## src/design/ddc_pkg.sv

```systemverilog
// Shared constants and types for the DRAM CKE power-state tracker.
package ddc_pkg;
	localparam int unsigned APB_AW        = 8;
	localparam logic [7:0]  OFF_CTRL      = 8'h00;
	localparam logic [7:0]  OFF_STATUS    = 8'h04;
	localparam logic [7:0]  OFF_FLAGS     = 8'h08;
	localparam logic [7:0]  OFF_COUNT     = 8'h0C;
	localparam int unsigned CTRL_CHK_BIT  = 0;
	localparam logic [31:0] CTRL_RESET    = 32'h0000_0001;
	localparam int unsigned NFLAGS        = 7;
	localparam int unsigned FL_CMD_EDGE   = 0;
	localparam int unsigned FL_HOLD       = 1;
	localparam int unsigned FL_XS_CMD     = 2;
	localparam int unsigned FL_BUSY_ENTRY = 3;
	localparam int unsigned FL_SREF_BANK  = 4;
	localparam int unsigned FL_PD_LONG    = 5;
	localparam int unsigned FL_RESET_EVT  = 6;
	localparam int unsigned TCK_NS        = 100;
	localparam int unsigned CKE_MIN_CYC   = 3;
	localparam int unsigned XSRD_CYC      = 200;
	localparam int unsigned XSNR_NS       = 1000;
	localparam int unsigned XSNR_CYC      = (XSNR_NS + TCK_NS - 1) / TCK_NS;
	localparam int unsigned MRD_CYC       = 2;
	localparam int unsigned BURST_CYC     = 4;
	localparam int unsigned CNT_W         = 16;
	localparam int unsigned BUSY_W        = 8;
	localparam int unsigned WR_LSB        = 9;
	localparam int unsigned SLOW_EXIT_BIT = 12;
	localparam int unsigned RTT_BIT_A     = 2;
	localparam int unsigned RTT_BIT_B     = 6;
	localparam logic [1:0]  BA_MR         = 2'h0;
	localparam logic [1:0]  BA_EMR        = 2'h1;
	localparam logic [2:0]  WR_CODE_BIAS  = 3'h1;
	localparam int unsigned BANKS         = 4;
	typedef enum logic [2:0] {ST_IDLE, ST_ACTIVE, ST_PPD, ST_APD, ST_SREF, ST_SREF_EXIT, ST_RESET} ddc_state_t;
endpackage : ddc_pkg

```

## src/design/ddc_sat_counter.sv

```systemverilog
// Saturating cycle counter with synchronous clear and clock enable.
`timescale 1ns/10ps
module ddc_sat_counter #(
	parameter int unsigned W = 16
) (
	// Clock and control.
	input  wire logic         clk,
	input  wire logic         rst,
	input  wire logic         ce,
	input  wire logic         clear,
	// Count value.
	output logic [W-1:0]      count
);
	logic [W-1:0] count_reg;
	logic [W-1:0] count_next;
	assign count_next = clear ? '0 : ((&count_reg) ? count_reg : count_reg + 1'b1);
	always_ff @(posedge clk) begin
		if (rst)
			count_reg <= '0;
		else if (ce)
			count_reg <= count_next;
	end
	assign count = count_reg;
endmodule : ddc_sat_counter

```

## src/design/ddc_cke_tracker.sv

```systemverilog
// CKE power-state tracker of a four-bank DDR2 device with an APB status port.
//
// Our own choices: the APB interface to the registers and the placing of the registers.
`timescale 1ns/10ps
//Function
// - CKE low with NOP/REF enters powerdown/selfrefresh.
// - No refresh in power-down; duration bounded.
// - Termination off in self refresh.
// - Write autoprecharge: entry after write recovery.
// - Reset ignores all but CKE; burst may finish.
module ddc_cke_tracker
	import ddc_pkg::*;
#(
	parameter int unsigned PD_MAX_CYC = 702
) (
	// Clock, reset, clock enable.
	input  wire logic                      clk,
	input  wire logic                      rst,
	input  wire logic                      ce,
	// DRAM command pins from the controller.
	input  wire logic                      cke,
	input  wire logic                      csN,
	input  wire logic                      rasN,
	input  wire logic                      casN,
	input  wire logic                      weN,
	input  wire logic                      odt,
	input  wire logic [1:0]                ba,
	input  wire logic [12:0]               addr,
	// APB slave.
	input  wire logic                      psel,
	input  wire logic                      penable,
	input  wire logic                      pwrite,
	input  wire logic [ddc_pkg::APB_AW-1:0] paddr,
	input  wire logic [31:0]               pwdata,
	output logic [31:0]                    prdata,
	output logic                           pready,
	output logic                           pslverr,
	// Device state.
	output logic                           odtOn,
	output logic                           selfRefreshOn,
	output logic                           powerDownOn,
	output logic                           readOk
);
	localparam int unsigned PW = 21;
	logic [PW-1:0] pinMeta_reg, pinSync_reg;
	always_ff @(posedge clk) begin
		if (rst) begin
			pinMeta_reg <= '0;
			pinSync_reg <= '0;
		end else if (ce) begin
			pinMeta_reg <= {cke, csN, rasN, casN, weN, odt, ba, addr};
			pinSync_reg <= pinMeta_reg;
		end
	end
	wire        ckeS, csS, odtS;
	wire [2:0]  rcw;
	wire [1:0]  baS;
	wire [12:0] adS;
	assign {ckeS, csS, rcw, odtS, baS, adS} = pinSync_reg;
	wire        a10  = adS[10];
	wire        cmdNop   = csS | (rcw == 3'h7);
	wire        cmdAct   = !csS && rcw == 3'h3;
	wire        cmdRead  = !csS && rcw == 3'h5;
	wire        cmdWrite = !csS && rcw == 3'h4;
	wire        cmdPre   = !csS && rcw == 3'h2;
	wire        cmdRef   = !csS && rcw == 3'h1;
	wire        cmdLm    = !csS && rcw == 3'h0;

	ddc_state_t         state_reg, state_next;
	logic               ckeP_reg;
	logic [BANKS-1:0]   banks_reg, banks_next, banksCmd;
	logic [BUSY_W-1:0]  busy_reg, busy_next;
	logic [2:0]         wrCode_reg;
	logic               slowExit_reg, rttOn_reg, initPending_reg, chkEn_reg;
	logic [NFLAGS-1:0]  flags_reg, setMask, clrMask;
	logic [CNT_W-1:0]   stateCnt, holdCnt;
	logic [31:0]        prdata_reg, rdMux;
	logic               pready_reg, pslverr_reg, odtOn_reg, sref_reg, pd_reg, readOk_reg;

	wire ckeFall  = ckeP_reg && !ckeS;
	wire ckeRise  = !ckeP_reg && ckeS;
	wire cmdLive  = ckeP_reg && ckeS && state_reg != ST_RESET && !cmdNop;
	wire allIdle  = banks_reg == '0;
	wire busyNow  = busy_reg != '0;
	wire [BUSY_W-1:0] wrCyc = BUSY_W'(wrCode_reg + WR_CODE_BIAS);
	wire inPd     = state_reg == ST_PPD || state_reg == ST_APD;
	wire inExit   = state_reg == ST_SREF_EXIT;
	wire earlyRd  = inExit && cmdLive && cmdRead && stateCnt < CNT_W'(XSRD_CYC);
	wire earlyCmd = inExit && cmdLive && stateCnt < CNT_W'(XSNR_CYC);
	wire resetHit = ckeFall && (busyNow || !(cmdNop || (cmdRef && allIdle)));

	// Entry decode shared by idle, active and post-self-refresh states.
	ddc_state_t entryState;
	assign entryState = resetHit ? ST_RESET :
	                    cmdRef ? ST_SREF :
	                    allIdle ? ST_PPD : ST_APD;

	always_comb begin
		state_next = state_reg;
		case (state_reg)
			ST_IDLE, ST_ACTIVE: begin
				if (ckeFall)
					state_next = entryState;
				else
					state_next = (banksCmd == '0) ? ST_IDLE : ST_ACTIVE;
			end
			ST_PPD, ST_APD: begin
				if (ckeRise)
					state_next = allIdle ? ST_IDLE : ST_ACTIVE;
			end
			ST_SREF: begin
				if (ckeRise)
					state_next = ST_SREF_EXIT;
			end
			ST_SREF_EXIT: begin
				if (ckeFall && stateCnt >= CNT_W'(XSNR_CYC))
					state_next = entryState;
				else if (ckeFall)
					state_next = ST_RESET;
				else if (stateCnt >= CNT_W'(XSRD_CYC - 1))
					state_next = (banksCmd == '0) ? ST_IDLE : ST_ACTIVE;
			end
			ST_RESET: begin
				if (ckeRise)
					state_next = ST_IDLE;
			end
			default: state_next = ST_RESET;
		endcase
	end

	// Bank tracking; auto precharge closes the bank with the access.
	always_comb begin
		banksCmd = banks_reg;
		if (cmdLive && cmdAct)
			banksCmd[baS] = 1'b1;
		else if (cmdLive && cmdPre)
			banksCmd = a10 ? '0 : (banks_reg & ~(BANKS'(1) << baS));
		else if (cmdLive && (cmdRead || cmdWrite) && a10)
			banksCmd[baS] = 1'b0;
	end
	assign banks_next = (state_next == ST_RESET) ? '0 : banksCmd;

	// Busy time covers bursts, write recovery and tMRD; REF/ACT/PRE add none.
	always_comb begin
		busy_next = busy_reg;
		if (cmdLive && cmdRead)
			busy_next = BUSY_W'(BURST_CYC);
		else if (cmdLive && cmdWrite)
			busy_next = BUSY_W'(BURST_CYC) + wrCyc;
		else if (cmdLive && cmdLm)
			busy_next = BUSY_W'(MRD_CYC);
		else if (busyNow && ckeS)
			busy_next = busy_reg - 1'b1;
	end

	assign setMask[FL_CMD_EDGE]   = (ckeFall || ckeRise) && !cmdNop && state_reg != ST_RESET
	                                && !(ckeFall && cmdRef);
	assign setMask[FL_HOLD]       = (ckeFall || ckeRise) && holdCnt < CNT_W'(CKE_MIN_CYC - 1);
	assign setMask[FL_XS_CMD]     = earlyRd || earlyCmd;
	assign setMask[FL_BUSY_ENTRY] = ckeFall && busyNow;
	assign setMask[FL_SREF_BANK]  = ckeFall && cmdRef && !allIdle;
	assign setMask[FL_PD_LONG]    = inPd && stateCnt >= CNT_W'(PD_MAX_CYC);
	assign setMask[FL_RESET_EVT]  = state_next == ST_RESET && state_reg != ST_RESET;

	wire apbAcc   = psel && penable && pready_reg;
	wire flagWr   = apbAcc && pwrite && paddr == OFF_FLAGS;
	wire addrOk   = paddr == OFF_CTRL || paddr == OFF_STATUS || paddr == OFF_FLAGS || paddr == OFF_COUNT;
	assign clrMask = flagWr ? pwdata[NFLAGS-1:0] : '0;
	assign rdMux  = paddr == OFF_CTRL   ? {31'h0, chkEn_reg} :
	                paddr == OFF_STATUS ? {19'h0, initPending_reg, rttOn_reg, slowExit_reg, wrCode_reg,
	                                       banks_reg, state_reg} :
	                paddr == OFF_FLAGS  ? {25'h0, flags_reg} :
	                paddr == OFF_COUNT  ? {16'h0, stateCnt} : 32'h0;

	ddc_sat_counter #(.W(CNT_W)) uStateCnt (
		.clk(clk), .rst(rst), .ce(ce), .clear(state_next != state_reg), .count(stateCnt));
	ddc_sat_counter #(.W(CNT_W)) uHoldCnt (
		.clk(clk), .rst(rst), .ce(ce), .clear(ckeS != ckeP_reg), .count(holdCnt));

	always_ff @(posedge clk) begin
		if (rst) begin
			state_reg  <= ST_RESET;
			ckeP_reg   <= 1'b0;
			banks_reg  <= '0;
			busy_reg   <= '0;
			flags_reg  <= '0;
		end else if (ce) begin
			state_reg  <= state_next;
			ckeP_reg   <= ckeS;
			banks_reg  <= banks_next;
			busy_reg   <= busy_next;
			flags_reg  <= (flags_reg & ~clrMask) | (chkEn_reg ? setMask : '0);
		end
	end

	// Mode register capture; a LOAD MODE also ends the need to initialize.
	always_ff @(posedge clk) begin
		if (rst) begin
			wrCode_reg      <= '0;
			slowExit_reg    <= 1'b0;
			rttOn_reg       <= 1'b0;
			initPending_reg <= 1'b1;
		end else if (ce) begin
			if (state_next == ST_RESET)
				initPending_reg <= 1'b1;
			else if (cmdLive && cmdLm)
				initPending_reg <= 1'b0;
			if (cmdLive && cmdLm && baS == BA_MR) begin
				wrCode_reg   <= adS[WR_LSB +: 3];
				slowExit_reg <= adS[SLOW_EXIT_BIT];
			end
			if (cmdLive && cmdLm && baS == BA_EMR)
				rttOn_reg <= adS[RTT_BIT_A] | adS[RTT_BIT_B];
		end
	end

	always_ff @(posedge clk) begin
		if (rst) begin
			chkEn_reg   <= CTRL_RESET[CTRL_CHK_BIT];
			pready_reg  <= 1'b0;
			pslverr_reg <= 1'b0;
			prdata_reg  <= '0;
		end else if (ce) begin
			pready_reg <= psel && penable && !pready_reg;
			if (psel && penable && !pready_reg) begin
				pslverr_reg <= !addrOk;
				prdata_reg  <= pwrite ? 32'h0 : rdMux;
			end
			if (apbAcc && pwrite && paddr == OFF_CTRL)
				chkEn_reg <= pwdata[CTRL_CHK_BIT];
		end
	end

	always_ff @(posedge clk) begin
		if (rst) begin
			odtOn_reg  <= 1'b0;
			sref_reg   <= 1'b0;
			pd_reg     <= 1'b0;
			readOk_reg <= 1'b0;
		end else if (ce) begin
			odtOn_reg  <= rttOn_reg && odtS && state_next != ST_SREF && state_next != ST_RESET;
			sref_reg   <= state_next == ST_SREF;
			pd_reg     <= state_next == ST_PPD || state_next == ST_APD;
			readOk_reg <= state_next == ST_IDLE || state_next == ST_ACTIVE;
		end
	end

	assign prdata        = prdata_reg;
	assign pready        = pready_reg;
	assign pslverr       = pslverr_reg;
	assign odtOn         = odtOn_reg;
	assign selfRefreshOn = sref_reg;
	assign powerDownOn   = pd_reg;
	assign readOk        = readOk_reg;
endmodule : ddc_cke_tracker

```

## config.mk

```make
export PLATFORM = sky130hd
export DESIGN_NAME = ddc_cke_tracker
export DESIGN_NICKNAME = d
export VERILOG_FILES = /design/src/design/ddc_pkg.sv /design/src/design/ddc_sat_counter.sv /design/src/design/ddc_cke_tracker.sv
export SDC_FILE = /design/constraint.sdc
export NUM_CORES = 1
export LEC_CHECK = 0
export ABC_CLOCK_PERIOD_IN_PS = 8500
export BUFFER_PORTS_ARGS = -buffer_cell sky130_fd_sc_hd__clkbuf_2
export CAP_MARGIN = 10
export CORE_UTILIZATION = 47
export DETAILED_ROUTE_END_ITERATION = 16
export HOLD_SLACK_MARGIN = 0.03
export PLACE_DENSITY_LB_ADDON = 0.25
export SYNTH_ARGS = -nofsm -noshare
export SYNTH_HDL_FRONTEND = slang
export SYNTH_HIERARCHICAL = 1
export SYNTH_SLANG_ARGS = --single-unit
```

## constraint.sdc

```tcl
create_clock -name clk -period 8.5 [get_ports clk]
set_input_delay 0.425 -clock clk [delete_from_list [all_inputs] [get_ports clk]]
set_output_delay 0.425 -clock clk [all_outputs]
set_load 0.005 [all_outputs]
```

# Word-level counts from Yosys, hierarchy flattened
# Cells that the tools add are included.
dict set report word_totals {
  register_bits 142
  latchBits 0
  mem_bits_rw 0
  romBits 0
  in_bits 67
  out_inout_bits 38
  n_memories 0
}
dict set report op_classes {
  n_addsub 5
  n_mul 0
  n_div 0
  magnitude_cmp 8
  n_eq_ne 28
  shifts 1
  muxes 37
  bitwise_logic 10
  n_reduce_logical 89
}
# op count
set ops {}
lappend ops {{two-way mux 16 bit} 9}
lappend ops {{logical AND 1 bit} 47}
lappend ops {{adder 16 x 1 -> 16 bit, second input constant} 2}
lappend ops {{two-way mux 8 bit} 4}
lappend ops {{AND reduction 16 bit} 2}
lappend ops {{two-way mux 3 bit} 9}
lappend ops {{== test 3 bit, second input constant} 8}
lappend ops {{two-way mux 4 bit} 5}
lappend ops {{== test 3 x 2 -> 1 bit, second input constant} 6}
lappend ops {{== test 8 x 4 -> 1 bit, second input constant} 2}
lappend ops {{>= comparator 16 x 10 -> 1 bit, second input constant} 1}
lappend ops {{>= comparator 16 x 4 -> 1 bit, second input constant} 1}
lappend ops {{>= comparator 16 x 8 -> 1 bit, second input constant} 1}
lappend ops {{less-than comparator 16 x 2 -> 1 bit, second input constant} 1}
lappend ops {{less-than comparator 16 x 4 -> 1 bit, second input constant} 1}
lappend ops {{less-than comparator 16 x 8 -> 1 bit, second input constant} 1}
lappend ops {{AND reduction 2 bit} 8}
lappend ops {{one-hot mux 3 bit (5 select lines)} 1}
lappend ops {{two-way mux 7 bit} 2}
lappend ops {{logical OR 1 bit} 11}
lappend ops {{== test 3 x 1 -> 1 bit, second input constant} 3}
lappend ops {{logical NOT 1 bit} 9}
lappend ops {{logical NOT 3 bit} 3}
lappend ops {{inequality test 3 bit, second input constant} 3}
lappend ops {{27 further kinds} 38}

# Depth between registers and ports, before layout
# Gate-level depths: netlist of the first run.
dict set report logic_depth {
  word_depth 19
  mapped_depth 14
  mapped_depth_nobuf 13
}

# Cells and area by module
# The synthesis of the first run kept the hierarchy.
# mod n_inst cells_per_inst area_per_inst_um2 seq_area_each_um2
set by_module_without_submodules {}
lappend by_module_without_submodules {ddc_cke_tracker 1 517 4299.1 1601.5}
lappend by_module_without_submodules {ddc_sat_counter 2 118 979.7 320.3}

# Worst setup path after synthesis of the first run
# Ideal clock, no wire load.
dict set report synth_path {
  kind {reg-to-reg}
  from {reg pinSync_reg[20]}
  to {reg uStateCnt.count_reg[13], in the netlist uStateCnt/count[13]}
  setup_ns 0.074
  t_arrival_ns 3.286
  required_time_ns 8.426
  slack_ns 5.140
  stages_incl_launch_ff 13
  n_path_buf 1
  cell_sequence {dfxtp_1 > ha_1 > or3b_4 > o311ai_0 > o211ai_1 > a221oi_2 > a31oi_1 > a311oi_4 > mux2i_1 > buf_6 > or2b_1 > or4_1 > a31oi_1}
}
dict set report synth_via {
  elab_chain_len 17
}
# item line
set synth_lines {}
lappend synth_lines {{from (decl)} ddc_cke_tracker.sv:45} ;# logic [PW-1:0] pinMeta_reg, pinSync_reg;
lappend synth_lines {{from (signal assigned)} ddc_cke_tracker.sv:52} ;# pinSync_reg <= pinMeta_reg;
lappend synth_lines {{logical AND 1 bit (3 in a row)} ddc_cke_tracker.sv:82} ;# wire cmdLive = ckeP_reg && ckeS && state_reg != ST_RESET && !cmdNop;
lappend synth_lines {{logical AND 1 bit (2 in a row)} ddc_cke_tracker.sv:138} ;# else if (cmdLive && (cmdRead || cmdWrite) && a10)
lappend synth_lines {{two-way mux 4 bit} ddc_cke_tracker.sv:138}
lappend synth_lines {{two-way mux 4 bit} ddc_cke_tracker.sv:136} ;# else if (cmdLive && cmdPre)
lappend synth_lines {{two-way mux 4 bit} ddc_cke_tracker.sv:134} ;# if (cmdLive && cmdAct)
lappend synth_lines {{logical NOT 4 bit} {ddc_cke_tracker.sv:105, ddc_cke_tracker.sv:121}}
lappend synth_lines {{two-way mux 1 bit} {ddc_cke_tracker.sv:105, ddc_cke_tracker.sv:121}}
lappend synth_lines {{two-way mux 3 bit} ddc_cke_tracker.sv:120} ;# else if (stateCnt >= CNT_W'(XSRD_CYC - 1))
lappend synth_lines {{two-way mux 3 bit} ddc_cke_tracker.sv:118} ;# else if (ckeFall)
lappend synth_lines {{two-way mux 3 bit} ddc_cke_tracker.sv:116} ;# if (ckeFall && stateCnt >= CNT_W'(XSNR_CYC))
lappend synth_lines {{one-hot mux 3 bit (5 select lines) (*)} ddc_cke_tracker.sv:100} ;# case (state_reg)
lappend synth_lines {{inequality test 3 bit (*)} ddc_cke_tracker.sv:176} ;# .clk(clk), .rst(rst), .ce(ce), .clear(state_next != state_reg), .count(stateCnt));
lappend synth_lines {{inequality test 2 x 1 -> 1 bit (no source line)} -}
lappend synth_lines {{AND reduction 2 bit (no source line)} -}
lappend synth_lines {{to (signal assigned)} ddc_sat_counter.sv:21} ;# count_reg <= count_next;
lappend synth_lines {{to (decl)} ddc_sat_counter.sv:14} ;# logic [W-1:0] count_reg;
# Mark *: on every way between the ends. The rest lies on a longest branch, timed or not.
# A chain may end at the register's enable or synchronous reset.

# Worst setup path in the final report of the first run
dict set report layout_path {
  from {reg pinSync_reg[20]}
  to {reg uStateCnt.count_reg[4], in the netlist uStateCnt/count[4]}
}
# The elaborated chain is that of the path after synthesis.

==> results of run 1 <==
==> cells in the mapped netlist, types with 4 or more instances <==
cell type  instances  share of area, %
o311ai_0           4              0.56
o211ai_1           4              0.48
buf_1              5              0.30
a21oi_1           51               4.1
a211oi_1           7              0.84
nor4_1            15               1.5
mux2_2            11               2.0
and3b_1            4              0.56
o22ai_1            4              0.40
nand3b_1           5              0.60
nand2b_1          15               1.5
clkbuf_1          19               1.1
a221oi_1           5              0.70
dfxtp_1          112                36
o21ai_0           30               2.4
nand2_1           49               2.9
nand4_1           17               1.7
nor2b_1            5              0.50
and4_1             4              0.56
a22oi_1           10               1.2
ha_1               8               1.6
and3_1             4              0.40
and3_2             4              0.48
nor2_1           107               6.4
o41ai_1            6              0.84
a32oi_1            6              0.84
nand3_1           30               2.4
inv_1             33               2.0
buf_2              4              0.32
nor3_1            15               1.2
buf_4             17               2.0
or4_1              4              0.48
a31oi_1           13               1.3
o32ai_1           12               1.7
mux2i_1           35               5.6
==> layout make-up <==
type                            count  share of cell area, %
Clock buffer                        9                   3.29
Clock inverter                      7                   1.59
Inverter                           33                   1.81
Multi-Input combinational cell    571                   53.1
Sequential cell                   112                   32.7
Tap cell                          172                   3.14
Timing Repair Buffer               58                   4.35
==> worst paths after layout <==
path,from,endpoint,slack (ns),depth (start not counted)
setup reg to reg,pinSync_reg[20],uStateCnt/count[4],4.29,11
hold / removal,addr[9],pinMeta_reg[9],0.29,3
hold reg to reg,prdata[0],prdata[0],0.46,2
setup / recovery,pinSync_reg[20],uStateCnt/count[4],4.29,11
==> cell families after synthesis <==
logic type	share of synthesized area (%)
other	0.0599
buffers and inverters	7.00
flip-flops	35.8
AO/OA/AOI/OAI	20.8
multiplexers	7.94
AND/OR/NAND/NOR	26.2
XOR/XNOR	0.560
adder cells (fa/ha/maj)	1.60
==> per-stage QoR <==
step / total power [mW] / hold slack [ns] / util, % / std cells
3_3_place_gp: 0.653 / 0.448 / 50.8 / 946
6_report: 1.12 / 0.293 / 53.4 / 962
3_5_place_dp: 0.655 / 0.450 / 50.8 / 946
4_1_cts: 1.13 / 0.284 / 53.4 / 962
2_1_floorplan: 0.635 / 0.429 / - / 768
5_1_grt: 1.16 / 0.293 / 53.4 / 962
==> metal layers <==
metal	GRT usage, %	vias to the layer above	part of all wire (%)	routed length (um)
met2	36.0	245	44	6950
met3	3.45	32	5.8	920
met1	31.4	2736	47	7460
met4	12.3	0	3.1	492
met5	0	-	0	0
li1	-	2823	-	-
==> power breakdown <==
| part | switching [mW] | internal [mW] |
|---|---|---|
| registers | 0.0123 | 0.535 |
| logic | 0.0610 | 0.0363 |
| clock network | 0.212 | 0.265 |
| total | 0.286 | 0.836 |
==> worst reg2reg max path, cell delays in order, from the launching register on <==
cell      delay, ns
dfxtp_1        0.44
ha_1           0.27
or3b_4         0.43
o311ai_0       0.37
o211ai_1       0.20
a221oi_2       0.22
a31oi_1        0.17
a311oi_4       0.44
mux2i_1        0.78
inv_1          0.26
a221oi_1       0.35
o32ai_1        0.14
==> flow_summary.rst, run 1 <==
.. list-table::
   :header-rows: 1

   * - Metric
     - Value
   * - TritonCTS Buffers
     - 9
   * - Remaining routing DRC violations
     - 0
   * - Vias after detailed routing
     - 5836
   * - Worst hold-check path type
     - primary input to flop
   * - Delay of the slowest cell on the worst path
     - 0.78 ns
   * - Top-Level Pins
     - 105
   * - Leading cell type in the layout, fill and taps excluded
     - dfxtp_1
   * - Mean cell area of the mapped netlist
     - 8.31 um^2
   * - Total inserted antenna cells
     - 0
   * - Netlist cell types
     - 83
   * - Worst vdd rail ir drop
     - 0.104 mV
   * - Combined area of all synthesized cells
     - between 6000 and 7000 um^2
   * - Share of layout cells above drive strength 1
     - roughly 15%
   * - Critical path start-end classification
     - flop to flop
   * - Top library cells by usage in the layout, fill and taps aside
     - dfxtp_1, nor2_1, clkbuf_2, a21oi_1, nand2_1
   * - Chip width
     - 117 um
   * - Dominant synthesized flop cell
     - dfxtp_1
   * - Power Dens Cells
     - 164 nW/um^2
   * - Starting utilization of the core area
     - 48.8%
   * - Total of warnings raised by yosys
     - 6
   * - Share of async-settable or async-resettable flops after synthesis
     - 0%
   * - Number of maximum-capacitance violations
     - 0
   * - Number of global-route vias before repair
     - 5276
   * - Required time of the worst setup path
     - 8.74 ns
   * - Least-Margin Pin Slew
     - 1.18 ns
   * - Final Max Tran Viols
     - 0
   * - Final worst slack
     - 4.29 ns
   * - Worst EP arrival
     - around 4.5 ns
   * - Min cycle time layout
     - 4.21 ns
   * - Wire length of the first global-routing pass
     - ~26000 um
   * - Share of synthesized area occupied by flip-flops and latches
     - 35.8%
   * - Setup violators final
     - 0
   * - Highest clock rate
     - 237 MHz
   * - Final worst clock skew
     - 0.00501 ns
   * - Outcome
     - finished clean
   * - Crit-path leading delay family
     - compound AO/OA/AOI/OAI gates
   * - Max Buffers Root-to-Sink
     - 2
   * - Ratio of final minimum period to clock period
     - 49.6%
   * - Drt via density
     - 6.07
   * - Sequential cell area
     - 2240 um^2
   * - Synthesized instance count
     - around 750
   * - Number of buffers added on ports
     - 56
   * - Post-synth EDFFs
     - 0
   * - Placer's final routability congestion estimate
     - 0.956
   * - Detailed Routing Iterations Pass 1
     - 6
   * - Worst slew slack as a fraction of its limit
     - 20.7%
   * - Routed Antenna Nets
     - 0
   * - Startpoint kind of the worst setup timing path
     - flop
   * - Critical Path Slowest Stage Cell
     - mux2i_1
   * - Static Leakage
     - 2.62 nW
   * - Placement row count
     - 41
   * - Final-layout fill cell count
     - 1224
   * - Clock sink total
     - 112
   * - Post-detailed-route wirelength per cell
     - between 15 and 20 um
   * - Seq cells post-synth
     - 112
   * - Die H
     - 117 um
   * - CTS tree
     - built
   * - Detailed-placement wirelength estimate
     - 11200 um
   * - Cells traversed along the worst timing path
     - ha_1, or3b_4, o311ai_0, o211ai_1, a221oi_2, a31oi_1, a311oi_4, mux2i_1, inv_1, a221oi_1, o32ai_1
   * - Multi-input combinational cell area
     - approximately 3600 um^2
   * - Core region area
     - 12800 um^2
   * - Number of hold buffers added after cts
     - 0
   * - Initial antenna violation count
     - 0
   * - Die outline area
     - between 10000 and 15000 um^2
   * - Pin count of the biggest net entering global routing
     - 65
   * - Pre-CTS setup slack
     - 4.41 ns
   * - Finished layout cell area
     - 6850 um^2
   * - Nets
     - 860
   * - TNS Setup
     - 0 ns
   * - Setup repair after global routing missed its margin
     - no
   * - Overall fraction of global-route tracks in use
     - roughly a quarter
   * - Largest fanout on the critical path
     - 10
   * - P&R area growth vs syn
     - 9.42%
   * - DRC marker count from the first detailed-route iteration
     - 483
   * - Post-cts resize count
     - 0
   * - Clock Root Buffer
     - clkbuf_16
   * - Worst-Skew Late Latency
     - around 0.36 ns
   * - Congestion Overflow GR
     - 0
   * - Number of levels in the clock H-tree
     - 3
   * - Crit path capture type
     - flop
   * - Post-place instance area
     - about 6500 um^2
   * - Final hold violation count
     - 0
   * - Clock edge transition at the registers on the reported setup and hold paths
     - 0.08 ns
   * - Post-Route WL
     - ~16000 um
   * - Post-CTS setup repair buffer count
     - 0
   * - Buf/Inv on CP
     - 1
(Power assumes the default switching activity.)
==> run 2, diff against run 1 <==
--- a/config.mk
+++ b/config.mk
@@ -5,7 +5,8 @@
 export SDC_FILE = /design/constraint.sdc
 export NUM_CORES = 1
 export LEC_CHECK = 0
-export ABC_CLOCK_PERIOD_IN_PS = 8500
+export ABC_AREA = 1
+export ABC_CLOCK_PERIOD_IN_PS = 3950
 export BUFFER_PORTS_ARGS = -buffer_cell sky130_fd_sc_hd__clkbuf_2
 export CAP_MARGIN = 10
 export CORE_UTILIZATION = 47
==> constraint.sdc (replaced) <==
create_clock -name clk -period 3.95 [get_ports clk]
set_input_delay 0.1975 -clock clk [delete_from_list [all_inputs] [get_ports clk]]
set_output_delay 0.1975 -clock clk [all_outputs]
set_load 0.005 [all_outputs]
==> flow_summary.rst, run 2 <==
.. list-table::
   :header-rows: 1

   * - Metric
     - Value
   * - Share of async-settable or async-resettable flops after synthesis
     - 0%
   * - Vias after detailed routing
     - 6276
   * - Post-cts resize count
     - 0
   * - Setup repair after global routing missed its margin
     - no
   * - Mean cell area of the mapped netlist
     - approximately 6.6 um^2
   * - Combined area of all synthesized cells
     - 6440 um^2
   * - Cell with the most instances after synthesis
     - nand2_1
   * - Drt via density
     - ~5.2
   * - Power Dens Cells
     - 345 nW/um^2
   * - Dominant synthesized flop cell
     - dfxtp_1
   * - Library cell appearing most often on the critical path
     - nand2_1
   * - Critical Path Slowest Stage Cell
     - dfxtp_1
   * - Die H
     - approximately 120 um
   * - Clock group share of total power
     - 36.3%
   * - Post-Route WL
     - 15900 um
   * - Top library cells by usage in the layout, fill and taps aside
     - nand2_1, nor2_1, dfxtp_1, inv_1, o21ai_0
   * - Wire length of the first global-routing pass
     - 26300 um
   * - Share of the synthesized area in the top cell type
     - a little over a third
   * - Worst vdd rail ir drop
     - 0.261 mV
   * - Cells traversed along the worst timing path
     - inv_1, ha_1, nand2_1, nor2_1, o21ai_1, o21ai_0, nand4_1, xor2_1, nand3_1, a21oi_1, nand2_1, nor2_1, nand4_4, nand2_4, inv_6, nand2_1, nand2_1, nor2_2
   * - Overall fraction of global-route tracks in use
     - a little under a quarter
   * - Total inserted antenna cells
     - 0
   * - Critical path start-end classification
     - flop to flop
   * - Top-Level Pins
     - approximately 110
   * - Die outline area
     - 14200 um^2
   * - Chip width
     - 119 um
   * - Post-CTS setup repair buffer count
     - 0
   * - Placement row count
     - 42
   * - DRC marker count from the first detailed-route iteration
     - roughly 420
   * - Worst reg-to-reg setup slack
     - 0.74 ns
   * - Worst EP arrival
     - approximately 3.5 ns
   * - TNS Setup
     - 0 ns
   * - Clock sink total
     - 112
   * - Number of maximum-capacitance violations
     - 0
   * - Number of levels in the clock H-tree
     - 3
   * - Placer's final routability congestion estimate
     - 0.897
   * - Most used standard cells in the synthesized netlist
     - nand2_1, nor2_1, dfxtp_1, inv_1, o21ai_0
   * - Sequential cell area
     - 2240 um^2
   * - Area contributors post-synth
     - dfxtp_1, nand2_1, nor2_1, inv_1, o21ai_0
   * - Post-synth EDFFs
     - 0
   * - Final Max Tran Viols
     - 0
   * - Remaining routing DRC violations
     - 0
   * - Crit path capture type
     - flop
   * - Final worst clock skew
     - 0.00572 ns
   * - Static Leakage
     - around 3.0 nW
   * - Largest fanout on the critical path
     - 13
   * - Nets
     - 1091
   * - Max Buffers Root-to-Sink
     - 2
   * - Delay of the slowest cell on the worst path
     - 0.32 ns
   * - Clock Root Buffer
     - clkbuf_16
   * - Net switching fraction of the power
     - 29.4%
   * - TritonCTS Buffers
     - 9
   * - Number of hold buffers added after cts
     - 0
   * - Share of layout cells above drive strength 1
     - between 10% and 20%
   * - Total of warnings raised by yosys
     - 6
   * - Register share of total power
     - 49.9%
   * - Seq cells post-synth
     - 112
   * - Startpoint kind of the worst setup timing path
     - flop
   * - Setup violators final
     - 0
   * - Final-layout fill cell count
     - roughly 1400
   * - Share of synthesized area occupied by flip-flops and latches
     - 34.8%
   * - Routed Antenna Nets
     - 0
   * - CTS tree
     - built
   * - Cell Int Power
     - 1.72 mW
   * - Buf/Inv on CP
     - 2
   * - Post-detailed-route wirelength per cell
     - 13.3 um
   * - Core region area
     - roughly 13000 um^2
   * - Congestion Overflow GR
     - 0
   * - Net Sw Power
     - 0.714 mW
   * - Leading cell type in the layout, fill and taps excluded
     - nand2_1
   * - Pin count of the biggest net entering global routing
     - 53
   * - Number of buffers added on ports
     - 56
   * - Detailed-placement wirelength estimate
     - 11500 um
   * - Initial antenna violation count
     - 0
   * - Outcome
     - finished clean
   * - Crit-path leading delay family
     - simple AND/OR/NAND/NOR gates
   * - Highest clock rate
     - around 310 MHz
   * - Final hold violation count
     - 0
   * - Comb power frac
     - around 14%
   * - Multi-input combinational cell area
     - 3550 um^2
   * - Min cycle time layout
     - 3.21 ns
   * - Synthesized instance count
     - 974
   * - Total Power Consumption
     - about 2.4 mW
   * - Netlist cell types
     - 50
   * - Worst-Skew Late Latency
     - 0.36 ns
   * - Least-Margin Pin Slew
     - roughly 0.87 ns
   * - Worst slew slack as a fraction of its limit
     - 41.9%
   * - Number of global-route vias before repair
     - approximately 5400
   * - Required time of the worst setup path
     - around 4.3 ns
   * - Worst hold-check path type
     - primary input to flop
   * - P&R area growth vs syn
     - 9.42%
   * - Clock edge transition at the registers on the reported setup and hold paths
     - ~0.08 ns
   * - Starting utilization of the core area
     - 48.4%
   * - Cell type with the largest total area after synthesis
     - dfxtp_1
   * - Ratio of final minimum period to clock period
     - 81.2%
   * - Detailed Routing Iterations Pass 1
     - 5
[run 2: cell count changes in the layout (fill, tap and decap cells not counted), moves of 15 or more]
cell      delta
o21ai_0     +46
inv_1       +69
a21oi_1     +19
nor2_1      +22
nand2b_1    -15
nand3_1     +42
mux2i_1     -35
nand2_1    +182
[run 2: tightest hold or removal path, delay by kind of cell]
family                 cells  cell delay, ns
buffers and inverters      1            0.07
AND/OR/NAND/NOR            2            0.11
[run 2: cell type report]
cell class | instances | area share (%)
Multi-Input combinational cell | 720 | 50.4
Sequential cell | 112 | 31.8
Inverter | 111 | 6.09
Timing Repair Buffer | 62 | 4.62
Clock buffer | 9 | 3.20
Tap cell | 176 | 3.12
Clock inverter | 7 | 0.763
[run 2: through the flow]
stage          hold slack [ns]  std cells  cell area (um^2)  util (%)  worst slack [ns]
2_1_floorplan            0.267        989              6500         -              1.45
6_report                0.0590       1197              7050      53.0             0.742
3_3_place_gp             0.418       1181              6770      50.9             0.791
4_1_cts                 0.0527       1197              7050      53.0             0.747
3_5_place_dp             0.426       1181              6770      50.9             0.752
5_1_grt                 0.0622       1197              7050      53.0             0.350
[run 2: power groups by stage]
stage | Combinational, mW | Sequential, mW | Clock, mW
floorplan | 0.260 | 1.23 | 0
global placement | 0.329 | 1.24 | 0
detailed placement | 0.332 | 1.24 | 0
CTS | 0.335 | 1.21 | 0.897
global route | 0.380 | 1.22 | 0.943
finish | 0.336 | 1.21 | 0.881
[run 2: metal layers]
layer | GRT usage [%] | routed length, um | up-vias
met2 | 35.1 | 6920 | 208
met3 | 5.65 | 1080 | 18
li1 | - | - | 3231
met1 | 31.6 | 7600 | 2819
met5 | 0 | 0 | -
met4 | 6.33 | 266 | 0
[run 2: final timing paths]
| kind | startpoint | endpoint | cells past startpoint |
|---|---|---|---|
| worst max register to register | busy_reg[0] | uStateCnt/count[5] | 18 |
| worst min register to register | flags_reg[4] | flags_reg[4] | 2 |
| worst max-delay path | busy_reg[0] | uStateCnt/count[5] | 18 |
| worst min-delay path | addr[9] | pinMeta_reg[9] | 3 |
[run 2: logic make-up after synthesis]
kind of cell,synth area share [%]
other cells,0.0582
flops,34.8
compound gates,16.0
simple gates,35.8
buf+inv,10.9
xor+xnor,0.816
fa+ha+maj,1.55
==> run 3, diff against run 2 <==
--- a/config.mk
+++ b/config.mk
@@ -6,7 +6,7 @@
 export NUM_CORES = 1
 export LEC_CHECK = 0
 export ABC_AREA = 1
-export ABC_CLOCK_PERIOD_IN_PS = 3950
+export ABC_CLOCK_PERIOD_IN_PS = 2900
 export BUFFER_PORTS_ARGS = -buffer_cell sky130_fd_sc_hd__clkbuf_2
 export CAP_MARGIN = 10
 export CORE_UTILIZATION = 47
==> constraint.sdc (replaced) <==
create_clock -name clk -period 2.9 [get_ports clk]
set_input_delay 0.145 -clock clk [delete_from_list [all_inputs] [get_ports clk]]
set_output_delay 0.145 -clock clk [all_outputs]
set_load 0.005 [all_outputs]
==> flow_summary.rst, run 3 (synthesis gave the netlist of run 2 again) <==
.. list-table::
   :header-rows: 1

   * - Metric
     - Value
   * - Outcome
     - finished clean
   * - Drt via density
     - 5.13
   * - Finished layout cell area
     - 7470 um^2
   * - Cell Int Power
     - 2.40 mW
   * - Ratio of final minimum period to clock period
     - 94.8%
   * - Top library cells by usage in the layout, fill and taps aside
     - nand2_1, nor2_1, dfxtp_1, inv_1, o21ai_0
   * - Final worst clock skew
     - 0.00735 ns
   * - Power Dens Cells
     - between 400 and 500 nW/um^2
   * - Launch point of the worst path
     - uStateCnt/count[12]
   * - Min cycle time layout
     - 2.75 ns
   * - Worst hold-check path type
     - primary input to flop
   * - Register share of total power
     - between 40% and 50%
   * - Net Sw Power
     - 1.00 mW
   * - Worst r2r src
     - uStateCnt/count[12]
   * - Clock sink total
     - between 100 and 150
   * - Worst slew slack as a fraction of its limit
     - 33.9%
   * - Setup repair after global routing missed its margin
     - no
   * - Clock group share of total power
     - 35.6%
   * - Chip width
     - 119 um
   * - Worst EP arrival
     - 3.01 ns
   * - Routed Antenna Nets
     - 0
   * - Crit path capture type
     - flop
   * - Net switching fraction of the power
     - 29.4%
   * - Final Max Tran Viols
     - 0
   * - Comb power frac
     - around 16%
   * - Least-Margin Pin Slew
     - around 0.99 ns
   * - Number of global-route vias before repair
     - 5727
   * - Highest clock rate
     - ~360 MHz
   * - Post-place instance area
     - 6980 um^2
   * - Static Leakage
     - around 3.2 nW
   * - P&R area growth vs syn
     - 16.0%
   * - Overall fraction of global-route tracks in use
     - 24.3%
   * - Max Buffers Root-to-Sink
     - 2
   * - Hold depth
     - 3
   * - Wire length of the first global-routing pass
     - 27600 um
   * - Worst-Skew Late Latency
     - 0.36 ns
   * - Post-detailed-route wirelength per cell
     - 13.4 um
   * - Number of buffers added on ports
     - 56
   * - Post-Route WL
     - 16600 um
   * - Clock edge transition at the registers on the reported setup and hold paths
     - 0.08 ns
   * - Final Core Density
     - 56.2%
   * - Final hold violation count
     - 0
   * - CTS tree
     - built
   * - Detailed Routing Iterations Pass 1
     - 5
   * - Starting utilization of the core area
     - 48.4%
   * - Share of layout cells above drive strength 1
     - roughly 17%
   * - Detailed-placement wirelength estimate
     - between 10000 and 15000 um
   * - Core region area
     - 13300 um^2
   * - Leading cell type in the layout, fill and taps excluded
     - nand2_1
   * - Startpoint kind of the worst setup timing path
     - flop
   * - TNS Setup
     - 0 ns
   * - Required time of the worst setup path
     - 3.16 ns
   * - Placer's final routability congestion estimate
     - 0.909
   * - Logic depth of the worst register-to-register path
     - 18
   * - Pin count of the biggest net entering global routing
     - roughly 60
   * - Largest fanout on the critical path
     - 6
   * - Top-Level Pins
     - 105
   * - Number of levels in the clock H-tree
     - 3
   * - Congestion Overflow GR
     - 0
   * - Worst vdd rail ir drop
     - 0.266 mV
   * - TritonCTS Buffers
     - 9
   * - Vias after detailed routing
     - between 6000 and 7000
   * - Remaining routing DRC violations
     - 0
   * - Die H
     - 119 um
   * - Number of maximum-capacitance violations
     - 0
   * - Total inserted antenna cells
     - 0
   * - Nets
     - 1136
   * - Clock Root Buffer
     - clkbuf_16
   * - Hold_sp
     - pwdata[0]
   * - Setup violators final
     - 0
   * - Placement row count
     - 42
   * - DRC marker count from the first detailed-route iteration
     - 553
   * - Die outline area
     - 14200 um^2
   * - Critical path start-end classification
     - flop to flop
   * - Initial antenna violation count
     - 0
run 3: cell types whose count changed in the layout (fill, tap and decap cells not counted), moves of 3 or more:
cell and delta:
buf_4 +29, dlygate4sd3_1 +14, dfxtp_1 -3, dfxtp_2 +3
nor3_1 -3, nor3_2 +3
run 3: worst max-delay path, stage by stage, from the launching register on:
cell	delay, ns
dfxtp_1	0.37
nor2_1	0.12
nand3_1	0.19
nor3_2	0.28
nand2_1	0.15
inv_1	0.09
nand2_1	0.05
a31oi_1	0.24
nand2_1	0.16
inv_2	0.09
nand2_1	0.05
nand2_1	0.13
buf_4	0.18
clkinvlp_4	0.16
buf_4	0.18
nand3_1	0.07
nand2_1	0.05
inv_1	0.06
nor2_2	0.03
run 3: power by group through the flow:
| stage | Clock [mW] | Sequential (mW) | Combinational [mW] |
|---|---|---|---|
| floorplan | 0 | 1.67 | 0.354 |
| global placement | 0 | 1.68 | 0.505 |
| detailed placement | 0 | 1.68 | 0.506 |
| CTS | 1.24 | 1.64 | 0.525 |
| global route | 1.31 | 1.65 | 0.611 |
| finish | 1.21 | 1.64 | 0.546 |
run 3: final timing paths:
check,slack [ns],end
max,0.15,uStateCnt/count[9]
min,0.08,chkEn_reg
max reg2reg,0.15,uStateCnt/count[9]
min reg2reg,0.46,flags_reg[3]
run 3: metal layers:
layer  wire length (um)  track usage (%)
met3                997             3.74
met2               7020             35.9
met5                  0                0
met4                592             13.1
met1               8010             33.7
run 3: final cells by class:
class                           instances  area [um^2]
Inverter                              111          433
Clock buffer                           10          229
Clock inverter                          6         52.6
Timing Repair inverter                  1         5.00
Fill cell                            1337         5830
Sequential cell                       112         2250
Timing Repair Buffer                  106          694
Tap cell                              176          220
Multi-Input combinational cell        720         3590
run 3: through the flow:
step | instances | power [mW] | worst slack, ns | hold slack [ns]
global route | 1242 | 3.57 | 0.00399 | 0.0865
CTS | 1239 | 3.41 | 0.0792 | 0.0709
floorplan | 989 | 2.02 | 0.401 | 0.214
global placement | 1209 | 2.18 | 0.0826 | 0.365
finish | 1242 | 3.40 | 0.151 | 0.0808
detailed placement | 1209 | 2.18 | 0.114 | 0.372
run 3: repair_timing:
action / in CTS / in global routing
hold buffers: 14 / 0
buffers inserted: 0 / 2
endpoints found under the hold margin: 14 / 0
gates resized for setup: 0 / 13
endpoints found under the setup margin: 0 / 16
